==> src/hw/pcm_regs.vh <==
// constants for the privileged control-register move and physical lookup unit
`ifndef PCM_REGS_VH
`define PCM_REGS_VH
`define PCM_EXT_TYPE_BIT 15
`define PCM_EXT_REG_HI 14
`define PCM_EXT_REG_LO 12
`define PCM_EXT_CR_HI 11
`define PCM_EXT_CR_LO 0
`define PCM_DIR_CR_TO_GR 1'b0
`define PCM_DIR_GR_TO_CR 1'b1
`define PCM_TYPE_DATA 1'b0
`define PCM_TYPE_ADDR 1'b1
`define PCM_TC_EN_ON 1'b1
`define PCM_WORD_ZERO 32'h00000000
`define PCM_FLT_NONE 2'h0
`define PCM_FLT_PRIV 2'h1
`define PCM_FLT_ACCESS 2'h2
`endif

==> src/hw/pcm_cr_mask.v <==
// implemented-bit masks for the control register select codes
`timescale 1ns/1ps
module pcm_cr_mask #(
  parameter NUM_CR = 4
) (
  input wire [12*NUM_CR-1:0] cr_codes_in,
  input wire [32*NUM_CR-1:0] cr_masks_in,
  input wire [11:0] sel_in,
  output wire hit_out,
  output wire [NUM_CR-1:0] onehot_out,
  output wire [31:0] mask_out
);
  wire [32*NUM_CR-1:0] part;
  genvar i;
  generate
    for (i = 0; i < NUM_CR; i = i + 1)
    begin : g_cr
      assign onehot_out[i] = (cr_codes_in[12*i +: 12] == sel_in);
      assign part[32*i +: 32] = onehot_out[i] ? cr_masks_in[32*i +: 32] : 32'h00000000;
    end
  endgenerate
  reg [31:0] acc;
  integer k;
  always @*
  begin
    acc = 32'h00000000;
    for (k = 0; k < NUM_CR; k = k + 1)
      acc = acc | part[32*k +: 32];
  end
  assign mask_out = acc;
  assign hit_out = |onehot_out;
endmodule

==> src/hw/pcm_top.v <==
// execution unit for the control-register move and physical address lookup
//
// Overview of operation
// [RULE1] control-register move runs only in supervisor state, else trap
// [RULE2] control-register move always transfers a full 32-bit word
// [RULE3] unimplemented control register bits read back as zero
// [RULE4] direction 0 copies control to general, 1 general to control
// [RULE5] type bit 0 selects data register, 1 selects address register
// [RULE6] extension: bit15 type, bits14-12 register, bits11-0 control select
// [RULE7] physical lookup is privileged; user mode raises privilege violation
// [RULE8] lookup translates function code plus address, loads 32-bit result
// [RULE9] lookup checks all access errors incl. read/write variant, faults
// [RULE10] transparent translation hit keeps address register unchanged
// [RULE11] translation off or mmu disabled uses default, address unchanged
// [RULE12] enabled, not disabled, cache hit loads cached physical address
// [RULE13] cache miss walks tables; valid page updates cache, else fault
// [RULE14] system asserts mmu disable to force default transparent mode
`timescale 1ns/1ps
`include "pcm_regs.vh"
module pcm_top #(
  parameter NUM_CR = 4,
  parameter [12*NUM_CR-1:0] CR_CODES = {12'h803, 12'h003, 12'h002, 12'h000},
  parameter [32*NUM_CR-1:0] CR_MASKS = {32'hffffffff, 32'h0000ffff, 32'hffffffff,
                                        32'h00000007}
) (
  input wire clk_in,
  input wire sys_rst_in,
  input wire supervisor_in,
  // control register move request
  input wire move_start_in,
  input wire transfer_direction_bit_in,
  input wire [15:0] ext_word_in,
  input wire [31:0] general_register_value_in,
  input wire [31:0] control_register_value_in,
  // physical lookup request
  input wire lookup_start_in,
  input wire physical_lookup_write_variant_in,
  input wire [2:0] address_register_num_in,
  input wire [31:0] address_register_value_in,
  input wire [2:0] destination_function_code_in,
  input wire transparent_translation_hit_in,
  input wire translation_enable_in,
  input wire mmu_disable_input_in,
  input wire address_translation_cache_hit_in,
  input wire [31:0] address_translation_cache_pa_in,
  input wire cache_access_fault_in,
  input wire walk_done_in,
  input wire walk_valid_in,
  input wire walk_fault_in,
  input wire [31:0] walk_pa_in,
  // outputs
  output reg busy_out,
  output reg done_out,
  output reg [1:0] fault_out,
  output reg gr_write_out,
  output reg gr_is_addr_out,
  output reg [2:0] gr_num_out,
  output reg [31:0] gr_data_out,
  output reg cr_write_out,
  output reg [11:0] cr_sel_out,
  output reg [31:0] cr_data_out,
  output reg lookup_req_out,
  output reg [2:0] lookup_fc_out,
  output reg [31:0] lookup_addr_out,
  output reg lookup_write_out,
  output reg walk_start_out,
  output reg cache_update_out,
  output reg [31:0] cache_update_pa_out
);
  localparam ST_IDLE = 3'b001;
  localparam ST_PROBE = 3'b010;
  localparam ST_WALK = 3'b100;

  reg [2:0] state_q;
  reg [2:0] an_q;
  reg [31:0] la_q;
  reg mmu_disable_input_m1_q, mmu_disable_input_m2_q, mmu_disable_input_m3_q, mmu_disable_input_q;

  wire [11:0] sel = ext_word_in[`PCM_EXT_CR_HI:`PCM_EXT_CR_LO]; // [RULE6]
  wire cr_hit;
  wire [31:0] cr_mask;

  pcm_cr_mask #(.NUM_CR(NUM_CR)) u_mask (
    .cr_codes_in(CR_CODES),
    .cr_masks_in(CR_MASKS),
    .sel_in(sel),
    .hit_out(cr_hit),
    .onehot_out(),
    .mask_out(cr_mask)
  );

  // pin synchroniser: change counts once stages two and three agree
  always @(posedge clk_in)
  begin
    if (sys_rst_in)
    begin
      mmu_disable_input_m1_q <= 1'b0;
      mmu_disable_input_m2_q <= 1'b0;
      mmu_disable_input_m3_q <= 1'b0;
      mmu_disable_input_q <= 1'b0;
    end
    else
    begin
      mmu_disable_input_m1_q <= mmu_disable_input_in;
      mmu_disable_input_m2_q <= mmu_disable_input_m1_q;
      mmu_disable_input_m3_q <= mmu_disable_input_m2_q;
      if (mmu_disable_input_m2_q == mmu_disable_input_m3_q)
        mmu_disable_input_q <= mmu_disable_input_m3_q; // [RULE14]
    end
  end

  always @(posedge clk_in)
  begin
    if (sys_rst_in)
    begin
      state_q <= ST_IDLE;
      an_q <= 3'h0;
      la_q <= `PCM_WORD_ZERO;
      busy_out <= 1'b0;
      done_out <= 1'b0;
      fault_out <= `PCM_FLT_NONE;
      gr_write_out <= 1'b0;
      gr_is_addr_out <= 1'b0;
      gr_num_out <= 3'h0;
      gr_data_out <= `PCM_WORD_ZERO;
      cr_write_out <= 1'b0;
      cr_sel_out <= 12'h000;
      cr_data_out <= `PCM_WORD_ZERO;
      lookup_req_out <= 1'b0;
      lookup_fc_out <= 3'h0;
      lookup_addr_out <= `PCM_WORD_ZERO;
      lookup_write_out <= 1'b0;
      walk_start_out <= 1'b0;
      cache_update_out <= 1'b0;
      cache_update_pa_out <= `PCM_WORD_ZERO;
    end
    else
    begin
      done_out <= 1'b0;
      fault_out <= `PCM_FLT_NONE;
      gr_write_out <= 1'b0;
      cr_write_out <= 1'b0;
      lookup_req_out <= 1'b0;
      walk_start_out <= 1'b0;
      cache_update_out <= 1'b0;
      case (state_q)
        ST_IDLE:
        begin
          if (move_start_in)
          begin
            done_out <= 1'b1;
            if (!supervisor_in)
              fault_out <= `PCM_FLT_PRIV; // [RULE1]
            else if (transfer_direction_bit_in == `PCM_DIR_CR_TO_GR)
            begin
              // [RULE4] [RULE5] [RULE6]
              gr_write_out <= 1'b1;
              gr_is_addr_out <= (ext_word_in[`PCM_EXT_TYPE_BIT] == `PCM_TYPE_ADDR);
              gr_num_out <= ext_word_in[`PCM_EXT_REG_HI:`PCM_EXT_REG_LO];
              gr_data_out <= control_register_value_in & cr_mask; // [RULE2] [RULE3]
            end
            else
            begin
              // unknown select codes write nothing
              cr_write_out <= cr_hit; // [RULE4]
              cr_sel_out <= sel;
              cr_data_out <= general_register_value_in; // [RULE2]
            end
          end
          else if (lookup_start_in)
          begin
            if (!supervisor_in)
            begin
              done_out <= 1'b1;
              fault_out <= `PCM_FLT_PRIV; // [RULE7]
            end
            else
            begin
              busy_out <= 1'b1;
              an_q <= address_register_num_in;
              la_q <= address_register_value_in;
              lookup_req_out <= 1'b1; // [RULE8]
              lookup_fc_out <= destination_function_code_in;
              lookup_addr_out <= address_register_value_in;
              lookup_write_out <= physical_lookup_write_variant_in; // [RULE9]
              state_q <= ST_PROBE;
            end
          end
        end
        ST_PROBE:
        begin
          gr_is_addr_out <= `PCM_TYPE_ADDR;
          gr_num_out <= an_q;
          if (cache_access_fault_in)
          begin
            fault_out <= `PCM_FLT_ACCESS; // [RULE9]
            done_out <= 1'b1;
            busy_out <= 1'b0;
            state_q <= ST_IDLE;
          end
          else if (transparent_translation_hit_in ||
                   translation_enable_in != `PCM_TC_EN_ON || mmu_disable_input_q)
          begin
            // [RULE10] [RULE11] address register left as is
            gr_write_out <= 1'b1;
            gr_data_out <= la_q;
            done_out <= 1'b1;
            busy_out <= 1'b0;
            state_q <= ST_IDLE;
          end
          else if (address_translation_cache_hit_in)
          begin
            gr_write_out <= 1'b1;
            gr_data_out <= address_translation_cache_pa_in; // [RULE12]
            done_out <= 1'b1;
            busy_out <= 1'b0;
            state_q <= ST_IDLE;
          end
          else
          begin
            walk_start_out <= 1'b1; // [RULE13]
            state_q <= ST_WALK;
          end
        end
        ST_WALK:
        begin
          if (walk_done_in)
          begin
            done_out <= 1'b1;
            busy_out <= 1'b0;
            state_q <= ST_IDLE;
            if (walk_valid_in && !walk_fault_in)
            begin
              cache_update_out <= 1'b1; // [RULE13]
              cache_update_pa_out <= walk_pa_in;
              gr_write_out <= 1'b1;
              gr_data_out <= walk_pa_in;
            end
            else
              fault_out <= `PCM_FLT_ACCESS; // [RULE13] [RULE9]
          end
        end
        default:
        begin
          state_q <= ST_IDLE;
          busy_out <= 1'b0;
        end
      endcase
    end
  end
endmodule

==> config.mk <==
export PLATFORM = sky130hd
export DESIGN_NAME = pcm_top
export DESIGN_NICKNAME = d
export VERILOG_FILES = /design/src/hw/pcm_cr_mask.v /design/src/hw/pcm_top.v
export VERILOG_INCLUDE_DIRS = /design/src /design/src/hw
export SDC_FILE = /design/constraint.sdc
export NUM_CORES = 1
export LEC_CHECK = 0
export BUFFER_PORTS_ARGS = -buffer_cell sky130_fd_sc_hd__buf_2
export CORE_AREA = 2 2 136 138
export DETAILED_ROUTE_END_ITERATION = 6
export DIE_AREA = 0 0 138 140
export GPL_TIMING_DRIVEN = 1
export PLACE_DENSITY = 0.72
export SYNTH_ARGS = -nofsm -noshare
export SYNTH_HDL_FRONTEND = slang
export SYNTH_SLANG_ARGS = --single-unit
==> constraint.sdc <==
create_clock -name clk_in -period 1.7 [get_ports clk_in]
set_clock_uncertainty 0.05 [all_clocks]
set_input_delay 0.085 -clock clk_in [delete_from_list [all_inputs] [get_ports clk_in]]
set_output_delay 0.085 -clock clk_in [all_outputs]
set_load 0.03 [all_outputs]
==> results.ini <==
[worst_setup_path]
cp-end-kind=flip-flop
arrival_ns=2.19
slowest_stage=dfxtp_4
worstSetupPathType=flip-flop to flip-flop
critPathMaxFanout=8
path_buf_inv=5
worst_ep_required_time_ns=2.00
crit_top_cell=buf_6
critPathMaxStageDelay_ns=0.37
cpLargestDelayFamily=buffers and inverters
start_kind=flip-flop
crit_chain=buf_6, nor3b_4, buf_6, nand2_8, buf_6, nor2_4, buf_6, buf_12, nand2_2, a21oi_2

[floorplanning]
die_x_um=138
std_cell_rows=49
floorplan.core_area_um2=17800
die_h_um=140
ioPinCount=354
dieArea_um2=19300
start_util_pct=38.2

[run]
max_cap_viol_count=0

[drt]
dr.pass1.iters=5
ant_nets=0
drt-initial-drc-count=583
wl_um=32900
wl_per_cell_um=20.1
drc=0
via_count=8901
via_per_inst=5.44

[logic_synthesis]
synth-seq-cells=167
synth.avg_cell_area_um2=7.90
synth_edf_count=0
syn_nets=1056
ys.warnings.count=0
yosys.cell_types.count=43
ys_seq_area_share_pct=49.3
netlist_instances=859
ys.flop_type=dfxtp_1
ys_async_sr_fraction_pct=0
syn-cell-area_um2=6790

[sta]
setup_viol=146
min_period_ns=1.88
finalSetupTns_ns=-14.30
drv_slew=0
rsz0062_at_grt=yes
worst_slack_ns=-0.184
tightest_slew_ns=0.766
final_hold_viol_count=0
min_period_over_period_pct=111
slew_headroom_pct=49.0
clock.fmax_mhz=531

[pwr]
power_density_nw_per_um2=761
total_power_mw=9.73
vdd_drop_max_mv=0.664
power.leakage_nw=5.64

[global_routing]
grt_use_met2_pct=48.0
antenna_found_initial=3
track_usage_pct=27.8
grt_pass1_wl_um=42800
grt_use_met3_pct=5.33
grt_max_degree=74
met1_usage_pct=33.5
grt.busiest_layer=met2
grt_pass1_vias=8059
overflow=0

[final_layout]
fillers=1225
ff_latch_area_um2=3360
layout.nets=1588
final_layout_size_suffix_gt1_share_pct=50.5
fin_area_um2=12800
final_cells=1635
multi_input_area_um2=4170
area_growth_syn_to_layout_pct=88.5

[place]
place_inst=1431
placed_area_um2=9180
hpwl_um=17900
port-buffer-count=353
dp_worst_setup_slack_ns=-0.169
gp_congestion=0.901

[clock_tree]
cts_tree=built
worstSkewPairLatency_ns=0.43
clkTransAtPathRegs_ns=0.07
cts_sinks=167
cts_max_level=4
cts_buffer_depth=2
cts_buffers=17
root_buffer=clkbuf_16

[outcome]
violations=setup timing
status=complete, but fails checks

[worst_hold_path]
hold_path_class=input pin to flip-flop

==> cell usage after synthesis (2+ instances only) <==
| cell type | instances | area, um2 |
|---|---|---|
| buf_2 | 26 | 130 |
| or3b_1 | 2 | 17.5 |
| buf_4 | 2 | 15.0 |
| clkbuf_1 | 31 | 116 |
| o21ai_0 | 4 | 20.0 |
| nor3b_1 | 2 | 15.0 |
| nor4_2 | 2 | 25.0 |
| a311oi_1 | 3 | 26.3 |
| nand3b_1 | 2 | 15.0 |
| nor4_1 | 2 | 12.5 |
| nand3_1 | 3 | 15.0 |
| nand2b_1 | 4 | 25.0 |
| a211oi_2 | 5 | 62.6 |
| a221oi_1 | 32 | 280 |
| a21oi_1 | 153 | 766 |
| a211oi_1 | 28 | 210 |
| nor3_1 | 2 | 10.0 |
| buf_6 | 9 | 101 |
| nor2_1 | 48 | 180 |
| nand2_1 | 304 | 1140 |
| dfxtp_1 | 167 | 3340 |
| or2_2 | 2 | 12.5 |
| nor2b_1 | 6 | 37.5 |
==> flip-flops by register name (all words and copies together) (netlist names), 2 cells and up <==
name	flops
cache_update_pa_out	32
cr_data_out	32
gr_data_out	32
la_q	32
cr_sel_out	12
an_q	3
gr_num_out	3
lookup_fc_out	3
state_q	3
fault_out	2
==> cells by family (layout without fill, tap and decap cells) <==
kind of cell | Yosys count | count (layout) | synth area share [%]
AOI/OAI and AO/OA | 230 | 230 | 20.7
and+or+nand+nor | 391 | 393 | 24.4
buffers and inverters | 69 | 611 | 5.40
xor gates and xnor gates | 2 | 2 | 0.258
DFF | 167 | 167 | 49.3
other | 0 | 3 | 0
==> per-layer routing <==
layer / vias to the layer above / wire [um]
met4: 0 / 1830
met2: 567 / 16200
met5: - / 0
met1: 4171 / 12100
li1: 4003 / -
met3: 160 / 2770
==> tightest hold or removal path, delay by kind of cell <==
| family | cells | cell delay [ns] |
|---|---|---|
| buffers and inverters | 1 | 0.09 |
| AOI/OAI and AO/OA | 2 | 0.26 |
==> power breakdown <==
part / switching [mW] / internal (mW)
Combinational: 1.03 / 0.822
Clock: 1.71 / 2.03
Sequential: 0.0945 / 4.04
==> per-stage QoR <==
stage | utilization [%] | hold slack, ns
after CTS | 64.0 | 0.000385
final | 71.9 | 0.00642
after detailed placement | 51.6 | 0.253
after global routing | 71.9 | 0.0154
after floorplan | - | 0.113
after global placement | 51.6 | 0.254
==> cells in the final DEF (no fill, tap or decap), types with 28 or more instances in the layout <==
cell type,instances
dlygate4sd3_1,128
clkbuf_16,29
nand2_1,217
nor2_1,29
dfxtp_1,163
buf_4,40
nand2_4,68
a21oi_2,79
a21oi_1,73
a221oi_1,28
buf_2,352
==> what timing repair did <==
item	CTS	global route
resized for setup	48	275
endpoints found under the setup margin	128	148
endpoints found under the hold margin	126	0
hold buffers	128	0
setup buffers	9	16
pin swaps	10	145
cloned	5	15
==> worst paths after layout <==
path	depth (start not counted)	to	start	slack, ns
worst max-delay path	10	cache_update_pa_out[23]	state_q[1]	-0.18
worst min-delay path	3	gr_data_out[10]	control_register_value_in[10]	0.006
worst max register to register	10	cache_update_pa_out[23]	state_q[1]	-0.18
worst min register to register	1	mmu_disable_input_m2_q	mmu_disable_input_m1_q	0.40
==> area by class of cell <==
| type | instances | area share, % |
|---|---|---|
| Tap cell | 229 | 2.24 |
| Timing Repair Buffer | 579 | 34.5 |
| Clock buffer | 19 | 3.38 |
| Antenna cell | 3 | 0.0587 |
| Inverter | 1 | 0.0293 |
| Multi-Input combinational cell | 625 | 32.6 |
| Sequential cell | 167 | 26.2 |
| Clock inverter | 12 | 0.920 |
No activity file was read; power rests on OpenSTA's default activity.
